===== src/pocr_consts.svh =====
`ifndef POCR_CONSTS_SVH
`define POCR_CONSTS_SVH

// ==========================================================================
// Register addresses
`define POCR_ADDR_DEV_CONTROL 8'h0A
`define POCR_ADDR_MARGIN_HI 8'h10
`define POCR_ADDR_MARGIN_LO 8'h11
`define POCR_ADDR_DRV_CTL 8'h15
`define POCR_ADDR_SOFT_RST 8'h48

// ==========================================================================
// Field positions
`define POCR_BIT_PDN 6
`define POCR_BIT_SE_SEL 5
`define POCR_BIT_TRIG 1
`define POCR_BIT_AUTO 0
`define POCR_BIT_DIFF_PD 7
`define POCR_BIT_SOFT_RST 1

// ==========================================================================
// Reset values
`define POCR_RST_PDN 1'h0
`define POCR_RST_SE_SEL 1'h0
`define POCR_RST_TRIG 1'h0
`define POCR_RST_AUTO 1'h1
`define POCR_RST_DIFF_PD 1'h0
`define POCR_RST_DRV_SEL 2'h1
`define POCR_RST_MARGIN 10'h000

// ==========================================================================
// Timing
`define POCR_CAL_CYCLES 64

`endif


===== src/pocr_pkg.sv =====
package pocr_pkg;

  // ========================================================================
  // Startup and calibration sequencer states
  typedef enum logic [2:0] {
    POCR_CONFIG,
    POCR_HALT,
    POCR_CAL,
    POCR_LOCK,
    POCR_RUN,
    POCR_PDN
  } pocr_state_t;

  // ========================================================================
  // Output driver format select
  typedef enum logic [1:0] {
    POCR_DRV_TRISTATE,
    POCR_DRV_LVPECL,
    POCR_DRV_LVDS,
    POCR_DRV_HCSL
  } pocr_drv_t;

endpackage : pocr_pkg


===== src/pocr_regs.sv =====
`timescale 1ns/1ns
`include "pocr_consts.svh"

module pocr_regs #(
  parameter int CAL_CYCLES = `POCR_CAL_CYCLES
) (
  // Clock and power-on reset
  input wire logic clk_sys,
  input wire logic rst,
  // Serial-port register access
  input wire logic [7:0] reg_addr,
  input wire logic [7:0] reg_wdata,
  input wire logic reg_wr,
  input wire logic reg_rd,
  output logic [7:0] reg_rdata,
  // Analog lock indicator
  input wire logic pll_lock_in,
  // PLL and calibration controls
  output logic pll_enable,
  output logic cal_reset,
  output logic cal_busy,
  output logic outputs_enable,
  output logic device_reset,
  // Output stage controls
  output logic diff_buffer_power_down,
  output pocr_pkg::pocr_drv_t drv_sel,
  output logic [9:0] crystal_margin_offset
);
  import pocr_pkg::*;

  // ========================================================================
  // Address decode
  function automatic logic hit(input logic [7:0] a, input logic [7:0] target);
    hit = (a == target);
  endfunction

  wire wr_dev = reg_wr && hit(reg_addr, `POCR_ADDR_DEV_CONTROL); // Device control write
  wire wr_mhi = reg_wr && hit(reg_addr, `POCR_ADDR_MARGIN_HI); // Margin bits 1:0
  wire wr_mlo = reg_wr && hit(reg_addr, `POCR_ADDR_MARGIN_LO); // Margin bits 9:2
  wire wr_drv = reg_wr && hit(reg_addr, `POCR_ADDR_DRV_CTL); // Driver control write
  wire wr_srst = reg_wr && hit(reg_addr, `POCR_ADDR_SOFT_RST); // Soft reset write

  // ========================================================================
  // Storage
  logic synth_power_down; // Power-down control
  logic single_ended_sel; // Stored only, host keeps it zero
  logic calibration_trigger; // Self-clearing trigger
  logic auto_lock_on_reset; // Automatic lock after reset
  logic lock_meta; // Synchroniser first stage
  logic lock_sync; // Synchronised lock
  logic config_phase; // Sequencer in configuration
  logic cal_done; // Calibration finished pulse

  // Trigger edge, blocked while the reset configuration runs
  wire trig_rise = wr_dev && reg_wdata[`POCR_BIT_TRIG] && !calibration_trigger;
  wire cal_start = trig_rise && !config_phase && !device_reset;
  wire trig_set = cal_start;
  wire trig_clr = cal_done || device_reset || (wr_dev && !reg_wdata[`POCR_BIT_TRIG]);

  // Device control register
  always_ff @(posedge clk_sys or posedge rst) begin
    if (rst) begin
      synth_power_down <= `POCR_RST_PDN;
      single_ended_sel <= `POCR_RST_SE_SEL;
      auto_lock_on_reset <= `POCR_RST_AUTO;
    end else if (wr_dev) begin
      synth_power_down <= reg_wdata[`POCR_BIT_PDN];
      single_ended_sel <= reg_wdata[`POCR_BIT_SE_SEL];
      auto_lock_on_reset <= reg_wdata[`POCR_BIT_AUTO];
    end
  end

  // Trigger bit: a new start wins over the clear
  always_ff @(posedge clk_sys or posedge rst) begin
    if (rst) begin
      calibration_trigger <= `POCR_RST_TRIG;
    end else if (trig_set) begin
      calibration_trigger <= 1'b1;
    end else if (trig_clr) begin
      calibration_trigger <= 1'b0;
    end
  end

  // Soft reset pulse, register reads back zero
  always_ff @(posedge clk_sys or posedge rst) begin
    if (rst) begin
      device_reset <= 1'b0;
    end else begin
      device_reset <= wr_srst && reg_wdata[`POCR_BIT_SOFT_RST];
    end
  end

  // Margin offset parts, bits 1:0 and 9:2
  always_ff @(posedge clk_sys or posedge rst) begin
    if (rst) begin
      crystal_margin_offset <= `POCR_RST_MARGIN;
    end else begin
      if (wr_mhi) crystal_margin_offset[1:0] <= reg_wdata[1:0];
      if (wr_mlo) crystal_margin_offset[9:2] <= reg_wdata;
    end
  end

  // Output driver control
  always_ff @(posedge clk_sys or posedge rst) begin
    if (rst) begin
      diff_buffer_power_down <= `POCR_RST_DIFF_PD;
      drv_sel <= pocr_drv_t'(`POCR_RST_DRV_SEL);
    end else if (wr_drv) begin
      diff_buffer_power_down <= reg_wdata[`POCR_BIT_DIFF_PD];
      drv_sel <= pocr_drv_t'(reg_wdata[1:0]);
    end
  end

  // Lock input synchroniser
  always_ff @(posedge clk_sys or posedge rst) begin
    if (rst) begin
      lock_meta <= 1'b0;
      lock_sync <= 1'b0;
    end else begin
      lock_meta <= pll_lock_in;
      lock_sync <= lock_meta;
    end
  end

  // ========================================================================
  // Read-back
  logic [7:0] rd_mux; // Selected read value
  always_comb begin
    rd_mux = 8'h00; // Unmapped and reserved read zero
    unique case (1'b1)
      hit(reg_addr, `POCR_ADDR_DEV_CONTROL): begin
        rd_mux[`POCR_BIT_PDN] = synth_power_down;
        rd_mux[`POCR_BIT_SE_SEL] = single_ended_sel;
        rd_mux[`POCR_BIT_TRIG] = calibration_trigger;
        rd_mux[`POCR_BIT_AUTO] = auto_lock_on_reset;
      end
      hit(reg_addr, `POCR_ADDR_MARGIN_HI): rd_mux[1:0] = crystal_margin_offset[1:0];
      hit(reg_addr, `POCR_ADDR_MARGIN_LO): rd_mux = crystal_margin_offset[9:2];
      hit(reg_addr, `POCR_ADDR_DRV_CTL): begin
        rd_mux[`POCR_BIT_DIFF_PD] = diff_buffer_power_down;
        rd_mux[1:0] = drv_sel;
      end
      default: rd_mux = 8'h00;
    endcase
  end

  // Read data register, held until next read
  always_ff @(posedge clk_sys or posedge rst) begin
    if (rst) begin
      reg_rdata <= 8'h00;
    end else if (reg_rd) begin
      reg_rdata <= rd_mux;
    end
  end

  // ========================================================================
  // Startup and calibration sequencer
  pocr_seq #(
    .CAL_CYCLES(CAL_CYCLES)
  ) u_seq (
    .clk_sys(clk_sys),
    .rst(rst),
    .dev_reset(device_reset),
    .synth_power_down(synth_power_down),
    .auto_lock_on_reset(auto_lock_on_reset),
    .cal_start(cal_start),
    .lock_in(lock_sync),
    .config_phase(config_phase),
    .pll_enable(pll_enable),
    .cal_reset(cal_reset),
    .cal_busy(cal_busy),
    .outputs_enable(outputs_enable),
    .cal_done(cal_done)
  );
endmodule : pocr_regs


===== src/pocr_seq.sv =====
`timescale 1ns/1ns
`include "pocr_consts.svh"

module pocr_seq #(
  parameter int CAL_CYCLES = `POCR_CAL_CYCLES
) (
  // Clock and reset
  input wire logic clk_sys,
  input wire logic rst,
  // Controls from the register bank
  input wire logic dev_reset,
  input wire logic synth_power_down,
  input wire logic auto_lock_on_reset,
  input wire logic cal_start,
  input wire logic lock_in,
  // Sequencer outputs
  output logic config_phase,
  output logic pll_enable,
  output logic cal_reset,
  output logic cal_busy,
  output logic outputs_enable,
  output logic cal_done
);
  import pocr_pkg::*;

  localparam int CNT_W = (CAL_CYCLES > 1) ? $clog2(CAL_CYCLES) : 1;

  // ========================================================================
  // State and counter
  pocr_state_t state_reg; // Current state
  pocr_state_t state_next; // Next state
  logic [CNT_W-1:0] cnt_reg; // Calibration time counter
  logic [CNT_W-1:0] cnt_next;
  wire cnt_last = (cnt_reg == CNT_W'(CAL_CYCLES - 1)); // Last calibration cycle
  wire cal_fin = (state_reg == POCR_CAL) && cnt_last; // Calibration completes

  // Next-state decision
  always_comb begin
    state_next = state_reg;
    if (dev_reset) begin
      // Any device reset restarts the configuration phase
      state_next = POCR_CONFIG;
    end else if (synth_power_down && state_reg != POCR_CONFIG) begin
      state_next = POCR_PDN;
    end else begin
      unique case (state_reg)
        POCR_CONFIG: begin
          // Startup setting chosen, trigger not consulted here
          if (synth_power_down) state_next = POCR_PDN;
          else if (auto_lock_on_reset) state_next = POCR_CAL;
          else state_next = POCR_HALT;
        end
        POCR_HALT, POCR_LOCK, POCR_RUN: begin
          if (cal_start) state_next = POCR_CAL;
          else if (state_reg == POCR_LOCK && lock_in) state_next = POCR_RUN;
          else if (state_reg == POCR_RUN && !lock_in) state_next = POCR_LOCK;
        end
        POCR_CAL: begin
          if (cnt_last) state_next = POCR_LOCK;
        end
        POCR_PDN: begin
          // Power-down released: enable and recalibrate
          state_next = POCR_CAL;
        end
      endcase
    end
  end

  assign cnt_next = (state_reg == POCR_CAL && state_next == POCR_CAL) ? cnt_reg + 1'b1 : '0;

  // State, counter and registered outputs
  always_ff @(posedge clk_sys or posedge rst) begin
    if (rst) begin
      state_reg <= POCR_CONFIG;
      cnt_reg <= '0;
      config_phase <= 1'b1;
      pll_enable <= 1'b0;
      cal_reset <= 1'b0;
      cal_busy <= 1'b0;
      outputs_enable <= 1'b0;
      cal_done <= 1'b0;
    end else begin
      state_reg <= state_next;
      cnt_reg <= cnt_next;
      config_phase <= (state_next == POCR_CONFIG);
      pll_enable <= (state_next != POCR_PDN) && (state_next != POCR_CONFIG);
      cal_reset <= (state_next == POCR_PDN);
      cal_busy <= (state_next == POCR_CAL);
      outputs_enable <= (state_next == POCR_RUN);
      cal_done <= cal_fin && !dev_reset && !synth_power_down;
    end
  end
endmodule : pocr_seq


===== config.mk =====
export PLATFORM = sky130hd
export DESIGN_NAME = pocr_regs
export DESIGN_NICKNAME = d
export VERILOG_FILES = /design/src/pocr_pkg.sv /design/src/pocr_regs.sv /design/src/pocr_seq.sv
export VERILOG_INCLUDE_DIRS = /design/src
export SDC_FILE = /design/constraint.sdc
export NUM_CORES = 1
export LEC_CHECK = 0
export ABC_AREA = 1
export ABC_CLOCK_PERIOD_IN_PS = 2000
export BUFFER_PORTS_ARGS = -buffer_cell sky130_fd_sc_hd__buf_4
export CAP_MARGIN = 20
export CORE_MARGIN = 2
export CORE_UTILIZATION = 53
export DETAILED_ROUTE_END_ITERATION = 10
export PLACE_DENSITY = 0.84
export SYNTH_ARGS = -nofsm -noshare
export SYNTH_HDL_FRONTEND = slang
export SYNTH_SLANG_ARGS = --single-unit

===== constraint.sdc =====
create_clock -name clk_sys -period 2 [get_ports clk_sys]
set_clock_uncertainty 0.2 [all_clocks]
set_input_delay 0.2 -clock clk_sys [delete_from_list [all_inputs] [get_ports clk_sys]]
set_output_delay 0.2 -clock clk_sys [all_outputs]
set_load 0.005 [all_outputs]

# After elaboration in Yosys (flattened, before gate mapping)
# Cells that the tools add are included.
op_classes:
  addsub: 1
  eq_ne: 15
  mux: 16
  reduce_logical: 33
ops:
  columns: ["operator", "count"]
  rows:
  - ["$eq A8 B5 Y1 const B", 3]
  - ["$mux W3", 8]
  - ["$logic_and A1 B1 Y1", 19]
  - ["$eq A3 B3 Y1 const B", 4]
  - ["$pmux W3 S4", 1]
  - ["$eq A3 B2 Y1 const B", 3]
  - ["$eq A8 B4 Y1 const B", 1]
  - ["$eq A8 B7 Y1 const B", 1]
  - ["$pmux W2 S4", 1]
  - ["$add A6 B1 Y6 const B", 1]
  - ["$eq A6 B6 Y1 const B", 1]
  - ["$logic_not A1 Y1", 6]
  - ["$logic_not A3 Y1", 2]
  - ["$mux W6", 1]
  - ["$reduce_bool A3 Y1", 2]
  - ["$pmux W2 S2", 1]
  - ["$eq A3 B1 Y1 const B", 1]
  - ["$ne A3 B3 Y1 const B", 1]
  - ["$reduce_or A3 Y1", 1]
  - ["$logic_or A1 B1 Y1", 2]
  - ["$mux W1", 2]
  - ["$mux W2", 1]
  - ["$pmux W1 S2", 1]
  - ["$reduce_bool A2 Y1", 1]
totals:
  regBits: 43
  input_bits: 21
  out_inout_bits: 26
  word_cells: 85

# Depth between registers and ports, before layout
# Gate-level depths: netlist of the first run.
logic_depth:
  depth_word: 13
  ltp_mapped: 10
  mapped_depth_nobuf: 10

# By module
# Synthesis of the first run repeated with hierarchy kept, for this count alone.
hier_totals:
  cells_unflattened: 232
  hier_area_um2: 2172.1
modules_own_cells:
  columns: ["module", "area_each_um2", "instances", "cells_per_inst", "seq_area_each_um2"]
  rows:
  - ["pocr_regs", 1400.1, 1, 150, 703.2]
  - ["pocr_seq", 772.0, 1, 82, 376.6]

# Least setup slack after synthesis of the first run
# No wires, ideal clock.
synth_timing:
  path_type: "reg-to-reg"
  startpoint: "register u_seq.cnt_reg[0]"
  endpoint: "register u_seq.cnt_reg[4]"
  arrival_ps: 1174
  t_required_ps: 1679
  n_path_buf: 0
  synth_period_minus_slack_ps: 1495
  slack_ps: 505
  stages_incl_launch_ff: 9
  setup_time_ps: 121
  cell_sequence: "dfrtp_1 ha_1 nand2_1 nor2_1 nand4_1 nand2_1 nor2_4 nand2_4 nor2_2"
synth_via:
  elab_chain_len: 8
  elab_cells_between_ends: 9
  classes_between: "add/sub: 1; eq/ne: 2; mux: 5; reduce/logical: 1"
synth_lines:
  columns: ["element", "line", "rtl"]
  rows:
  - ["start: declaration", "pocr_seq.sv:32", "logic [CNT_W-1:0] cnt_reg;"]
  - ["start signal: assignment", "pocr_seq.sv:84", "cnt_reg <= cnt_next;"]
  - ["$eq A6 B6 Y1", "pocr_seq.sv:34", "wire cnt_last = (cnt_reg == CNT_W'(CAL_CYCLES - 1));"]
  - ["$mux W3", "pocr_seq.sv:59", "if (cnt_last) state_next = POCR_LOCK;"]
  - ["$pmux W3 S4", "pocr_seq.sv:46", "unique case (state_reg)"]
  - ["$mux W3", "pocr_seq.sv:43", "end else if (synth_power_down && state_reg != POCR_CONFIG) begin"]
  - ["$mux W3", "pocr_seq.sv:40", "if (dev_reset) begin"]
  - ["$eq A3 B2 Y1", "pocr_seq.sv:69", "assign cnt_next = (state_reg == POCR_CAL && state_next == POCR_CAL) ? cnt_reg + 1'b1 : '0;"]
  - ["$logic_and A1 B1 Y1", "pocr_seq.sv:69", null]
  - ["$mux W6 *", "pocr_seq.sv:69", null]
  - ["named net u_seq.cnt_next[4]", "pocr_seq.sv:33", "logic [CNT_W-1:0] cnt_next;"]
# Mark *: on every way through the listed nets, which the timed path passes. The rest lies on a longest branch.
# A chain may end at the register's enable or synchronous reset.

# Worst setup path after layout of the first run
layout_timing:
  startpoint: "input reg_addr[1]"
  endpoint: "register device_reset"
layout_via:
  elab_chain_len: 3
layout_lines:
  columns: ["element", "line", "rtl"]
  rows:
  - ["start: declaration", "pocr_regs.sv:11", "input wire logic [7:0] reg_addr,"]
  - ["$eq A8 B7 Y1", "pocr_regs.sv:34", "hit = (a == target);"]
  - ["$logic_and A1 B1 Y1", "pocr_regs.sv:41", "wire wr_srst = reg_wr && hit(reg_addr, `POCR_ADDR_SOFT_RST);"]
  - ["$logic_and A1 B1 Y1", "pocr_regs.sv:89", "device_reset <= wr_srst && reg_wdata[`POCR_BIT_SOFT_RST];"]
  - ["end signal: assignment", "pocr_regs.sv:89", null]
  - ["end: declaration", "pocr_regs.sv:23", "output logic device_reset,"]
# No other way between the ends.

==> results.json, run 1 <==
{
  "io_buffers": 46,
  "crit_arrival_ns": 1.90,
  "postCtsHoldBufs": 15,
  "dr.pass1.iters": 4,
  "grt-ovfl-total": 0,
  "holdPathStages": 4,
  "reg2reg_from": "u_seq.state_reg[0]$_DFF_PP0_",
  "ys_warn_count": 0,
  "hold_slack_ns": 0.00436,
  "synth_edf_count": 0,
  "grt_max_degree": 44,
  "layoutNonFillerInstCount": 332,
  "yosysUniqueCellTypes": 33,
  "dpl.hpwl_mm": 2.88,
  "grt_pass1_vias": 1597,
  "synthCells": 217,
  "final.min_clock_period_ns": 1.88,
  "num_rows": 22,
  "p_per_area_nw_per_um2": 870,
  "fillers": 292,
  "cts_tree": "done",
  "worst_pin_slew_ns": 0.517,
  "dp.cells": 309,
  "ant_nets": 0,
  "cts_buffers": 5,
  "gp_congestion": 0.816,
  "cts_buffer_depth": 2,
  "synth_ff_type": "dfrtp_1",
  "setup_tns_ns": 0,
  "dieArea_sq_um": 4230,
  "finalHoldViolations": 0,
  "syn_area_sq_um": 1980,
  "irDropWorstVdd_uv": 517,
  "largest_register_ffs": 10,
  "antenna_cells": 0,
  "maxSlewViolCount": 0,
  "cts.reportedPaths.clkPinSlew_ns": 0.08,
  "die_y_microns": 65.1,
  "path_class": "in2reg",
  "die_w_microns": 65.1,
  "ys_seq_area_share_pct": 54.6,
  "clock_sinks": 43,
  "core_sq_um": 3630,
  "grt_pass1_wl_mm": 7.02,
  "post-route-util_pct": 72.8,
  "holdCritStartpoint": "reg_addr[5]",
  "crit_fanout": 2,
  "routed_wl_mm": 4.24,
  "track_usage_pct": 21.8,
  "drive_above_1_share_pct": 30.6,
  "io_pins": 47,
  "drt_iter0_drc": 128,
  "area_delta_synth_final_pct": 33.8,
  "endpoint_kind": "flop",
  "clockRootBuffer": "clkbuf_8",
  "start_kind": "primary input",
  "fin_nets": 305,
  "h-tree-depth": 2,
  "viasPerCell": 4.96,
  "clock_latency_ns": 0.30,
  "post_drt_wl_per_cell_microns": 12.8,
  "p_leak_uw": 0.00135,
  "vias": 1648,
  "start_util_pct": 54.4,
  "fin_crit_sh_pct": 94.1,
  "cts_repair_resize_count": 0,
  "fmax_mhz": 531,
  "grt_antenna_before_repair": 0,
  "rsz0062_at_grt": "false",
  "synthArstFlopShare_pct": 100,
  "holdCritPathClass": "in2reg",
  "finalSetupViolCount": 0,
  "status": "completed",
  "maxSlewHeadroom_pct": 65.5,
  "maxCapViolCount": 0,
  "drc": 0,
  "rr_endpoint": "u_seq.cnt_reg[3]$_DFF_PP0_",
  "syn_nets": 239,
  "syn_area_per_cell_sq_um": 9.11,
  "required_ns": 2.02,
  "hold-path-endpoint": "device_reset$_DFF_PP0_",
  "rrSetupSlack_ns": 0.30,
  "reg2regPathDepth": 8,
  "synth-seq-cells": 43,
  "cts_setup_buffers": 0
}
==> how the worst max path moves through the flow <==
stage | from | end | slack (ns) | depth (start not counted)
2_1_floorplan | u_seq.cnt_reg[0]$_DFF_PP0_ | u_seq.cnt_reg[4]$_DFF_PP0_ | 0.50 | 8
3_3_place_gp | reg_addr[7] | crystal_margin_offset[4]$_DFFE_PP0P_ | 0.30 | 8
3_5_place_dp | reg_addr[7] | crystal_margin_offset[4]$_DFFE_PP0P_ | 0.25 | 8
4_1_cts | reg_addr[1] | device_reset$_DFF_PP0_ | 0.1 | 5
5_1_grt | reg_addr[2] | crystal_margin_offset[4]$_DFFE_PP0P_ | 0.03 | 9
6_report | reg_addr[1] | device_reset$_DFF_PP0_ | 0.12 | 5
==> logic make-up after synthesis <==
logic type	count (synthesis)	share of synthesized area, %
adder cells (fa/ha/maj)	1	0.633
multiplexers	3	2.09
AND/OR/NAND/NOR	105	26.8
XOR/XNOR	4	1.77
AO/OA/AOI/OAI	31	8.29
buffers and inverters	30	5.76
flip-flops	43	54.6
==> metal layers <==
layer,global-route usage [%],routed length (microns),share of wire (%),vias to the layer above
met3,4.86,241,5.7,2
li1,-,-,-,820
met4,6.25,29,0.68,0
met1,28.1,1820,43,775
met2,37.1,2150,51,51
met5,0,0,0,-
==> report_power, final <==
part	switching [uW]	internal [uW]	total [uW]	leakage, uW
Combinational	360	246	606	0.000724
Sequential	53.4	954	1010	0.000566
Clock	286	404	690	0.0000612
Total	699	1600	2300	0.00135
==> placed cells by master (no fill, tap or decap), types with 4 or more instances in the layout <==
cell           Yosys  routed
a21oi_1            4       4
buf_4              0      47
clkbuf_8           0       6
dfrtp_1           40      40
dlygate4sd3_1      0      15
inv_1             20      20
inv_2              5       5
nand2_1           58      58
nand3_1            4       4
nor2_1            14      14
nor2_2            10      10
nor3_1             4       4
o21ai_0            5       5
o21ai_1           17      17
==> worst max-delay path, stage by stage <==
cell and delay [ns]:
dlygate4sd3_1 0.53, buf_4 0.14, or2_2 0.30, dlygate4sd3_1 0.56, nor3_1 0.17
==> per-stage QoR <==
stage               total power, uW  instance area (sq um)  setup WS, ns
finish                         2300                   2650         0.118
global route                   2430                   2650        0.0307
CTS                            2320                   2650        0.0981
global placement               1580                   2380         0.297
floorplan                      1420                   1980         0.505
detailed placement             1600                   2380         0.249
==> synth_stat cells (2+ instances only) <==
cell type  instances  area (sq um)
nand2_1           58           218
dfrtp_1           40          1000
inv_1             20          75.1
o21ai_1           17          85.1
nor2_1            14          52.6
nor2_2            10          62.6
inv_2              5          18.8
o21ai_0            5          25.0
a21oi_1            4          20.0
nand3_1            4          20.0
nor3_1             4          20.0
a31oi_1            3          18.8
dfstp_2            3          78.8
nand2_4            3          33.8
nand4_1            3          18.8
clkbuf_1           2          7.51
clkinv_1           2          7.51
mux2_4             2          30.0
nor2_4             2          22.5
xnor2_1            2          17.5
xor2_1             2          17.5
==> cell type report <==
type / instances / area, sq um / share of cell area [%]
Clock inverter: 2 / 35.0 / 1.32
Sequential cell: 43 / 1080 / 40.8
Clock buffer: 6 / 82.6 / 3.12
Timing Repair Buffer: 62 / 503 / 19.0
Inverter: 27 / 101 / 3.83
Multi-Input combinational cell: 144 / 783 / 29.6
Tap cell: 48 / 60.1 / 2.27
Note: power is estimated with default switching activity, not from simulation.
==> inputs of run 2 (changes only) <==
--- a/config.mk
+++ b/config.mk
@@ -8,12 +8,12 @@
 export LEC_CHECK = 0
 export ABC_AREA = 1
 export ABC_CLOCK_PERIOD_IN_PS = 2000
-export BUFFER_PORTS_ARGS = -buffer_cell sky130_fd_sc_hd__buf_4
 export CAP_MARGIN = 20
 export CORE_MARGIN = 2
-export CORE_UTILIZATION = 53
+export CORE_UTILIZATION = 60
 export DETAILED_ROUTE_END_ITERATION = 10
-export PLACE_DENSITY = 0.84
+export DONT_BUFFER_PORTS = 1
+export PLACE_DENSITY = 0.81
 export SYNTH_ARGS = -nofsm -noshare
 export SYNTH_HDL_FRONTEND = slang
 export SYNTH_SLANG_ARGS = --single-unit
==> run 2 against run 1 <==
Against the previous run:
- final area decreased by 10%
- register-to-register slack about the same
- core utilization rose by 3.5 points
- count of clock-buffer cells in the layout unchanged
- clock power shrank 18%
==> results.json, run 2 (synthesis results as in run 1) <==
{
  "status": "completed",
  "rsz0062_at_grt": "false",
  "start_util_pct": 63.7,
  "clock_latency_ns": 0.36,
  "routed_wl_mm": 4.18,
  "worst_pin_slew_ns": 0.732,
  "num_rows": 20,
  "critical_path.slowest_cell": "dlygate4sd3_1",
  "reg2reg_from": "device_reset$_DFF_PP0_",
  "regArea_sq_um": 1080,
  "drive_above_1_share_pct": 17.7,
  "finalPower_uw": 2100,
  "drt_iter0_drc": 97,
  "p_seq_share_pct": 48.5,
  "io_pins": 47,
  "crit_start": "reg_addr[4]",
  "irDropWorstVdd_uv": 585,
  "final.min_clock_period_ns": 1.92,
  "intPower_uw": 1440,
  "place_area_sq_um": 2040,
  "endpoint_kind": "flop",
  "fillers": 235,
  "worst-path-buf-inv": 2,
  "endpoint": "reg_rdata[6]$_DFFE_PP0P_",
  "setup_tns_ns": 0,
  "fin_crit_sh_pct": 96.2,
  "p_clk_share_pct": 27.1,
  "ant_nets": 0,
  "drc": 0,
  "layout_commonest_cell": "nand2_1",
  "grt_antenna_before_repair": 0,
  "crit_cells": 7,
  "final_cell_mix": "58 x nand2_1, 40 x dfrtp_1, 22 x dlygate4sd3_1, 19 x inv_1, 17 x o21ai_1",
  "h-tree-depth": 2,
  "design_area_sq_um": 2370,
  "antenna_cells": 0,
  "reg2regPathDepth": 7,
  "path_class": "in2reg",
  "cts.reportedPaths.clkPinSlew_ns": 0.12,
  "path_cells": "dlygate4sd3_1 -> nor2_2 -> nand2_4 -> nor2_8 -> nand2_1 -> a31oi_1 -> dlygate4sd3_1",
  "crit_top_cell": "dlygate4sd3_1",
  "p_sw_uw": 664,
  "vias": 1557,
  "required_ns": 2.10,
  "die_y_microns": 61.4,
  "grt-ovfl-total": 0,
  "switching_share_pct": 31.6,
  "maxCapViolCount": 0,
  "maxSlewViolCount": 0,
  "post_drt_wl_per_cell_microns": 14.3,
  "holdCritPathClass": "in2reg",
  "finalHoldViolations": 0,
  "area_delta_synth_final_pct": 19.8,
  "dpl.hpwl_mm": 2.74,
  "die_w_microns": 61.4,
  "gp_congestion": 0.784,
  "grt_pass1_wl_mm": 6.64,
  "cts_buffers": 5,
  "cts_tree": "done",
  "largest_register_ffs": 10,
  "dr.pass1.iters": 5,
  "multi_input_area_sq_um": 783,
  "cts_buffer_depth": 2,
  "combPwrFrac_pct": 24.5,
  "crit_arrival_ns": 2.03,
  "cp_slowest_stage_delay_ns": 0.57,
  "cts_repair_resize_count": 0,
  "io_buffers": 0,
  "rrSetupSlack_ns": 0.30,
  "p_leak_uw": 0.00115,
  "dieArea_sq_um": 3770,
  "grt_max_degree": 25,
  "rr_endpoint": "u_seq.cnt_reg[4]$_DFF_PP0_",
  "core_sq_um": 3100,
  "crit_family": "buffers and inverters",
  "crit_fanout": 4,
  "start_kind": "primary input",
  "maxSlewHeadroom_pct": 50.9,
  "track_usage_pct": 24.6,
  "fin_nets": 269,
  "clock_sinks": 43,
  "grt_pass1_vias": 1481,
  "fmax_mhz": 520,
  "finalSetupViolCount": 0,
  "p_per_area_nw_per_um2": 886,
  "viasPerCell": 5.33,
  "clockRootBuffer": "clkbuf_4"
}
run 2: changes by cell type in the layout (fill, tap and decap cells not counted), sizes merged:
cell         change
buf             -43
clkinv           +1
dlygate4sd3      +7
inv              -1
run 2: final cells by class:
type	instances	share of cell area, %
clock buffer	6	2.17
clock inverter	2	1.48
sequential	43	45.6
timing repair buffer	26	11.1
tap	44	2.32
inverter	27	4.28
multi-input combinational	144	33.1
run 2: what timing repair did:
item,4_1_cts,5_1_grt
setup endpoints to repair,0,1
hold buffers,22,0
endpoints found under the hold margin,70,0
setup buffers,0,3
run 2: worst min-delay path: cells and delay by family:
kind	cells	cell delay, ns
AO/OA/AOI/OAI	1	0.09
AND/OR/NAND/NOR	3	0.25
run 2: worst min-delay path by stage:
| stage | end | depth (start not counted) | start |
|---|---|---|---|
| final | reg_rdata[2]$_DFFE_PP0P_ | 4 | reg_addr[0] |
| after global routing | reg_rdata[4]$_DFFE_PP0P_ | 4 | reg_addr[0] |
| after CTS | reg_rdata[4]$_DFFE_PP0P_ | 4 | reg_addr[0] |
| after detailed placement | crystal_margin_offset[8]$_DFFE_PP0P_ | 1 | rst |
| after global placement | crystal_margin_offset[8]$_DFFE_PP0P_ | 1 | rst |
| after floorplan | lock_meta$_DFF_PP0_ | 0 | pll_lock_in |
run 2: routing by layer:
layer	vias up	global-route usage [%]	wire [microns]
li1	750	-	-
met1	750	30.5	1790
met2	49	41.0	2040
met3	8	8.82	261
met4	0	6.69	81
met5	-	0	0
run 2: power groups by stage:
stage | registers [uW] | clock network, uW | logic [uW]
global placement | 1030 | 0 | 460
CTS | 1020 | 580 | 511
floorplan | 1020 | 0 | 397
detailed placement | 1030 | 0 | 469
finish | 1020 | 568 | 514
global route | 1030 | 622 | 578
run 2: stage by stage:
stage	utilization (%)	hold slack, ns	cells	setup slack [ns]
finish	76.3	0.00996	292	0.0763
global route	76.3	0.000729	292	0.0147
CTS	75.6	0.00285	289	0.0993
detailed placement	65.7	-0.0496	259	0.321
global placement	65.7	-0.0456	259	0.353
floorplan	-	0.0314	217	0.505
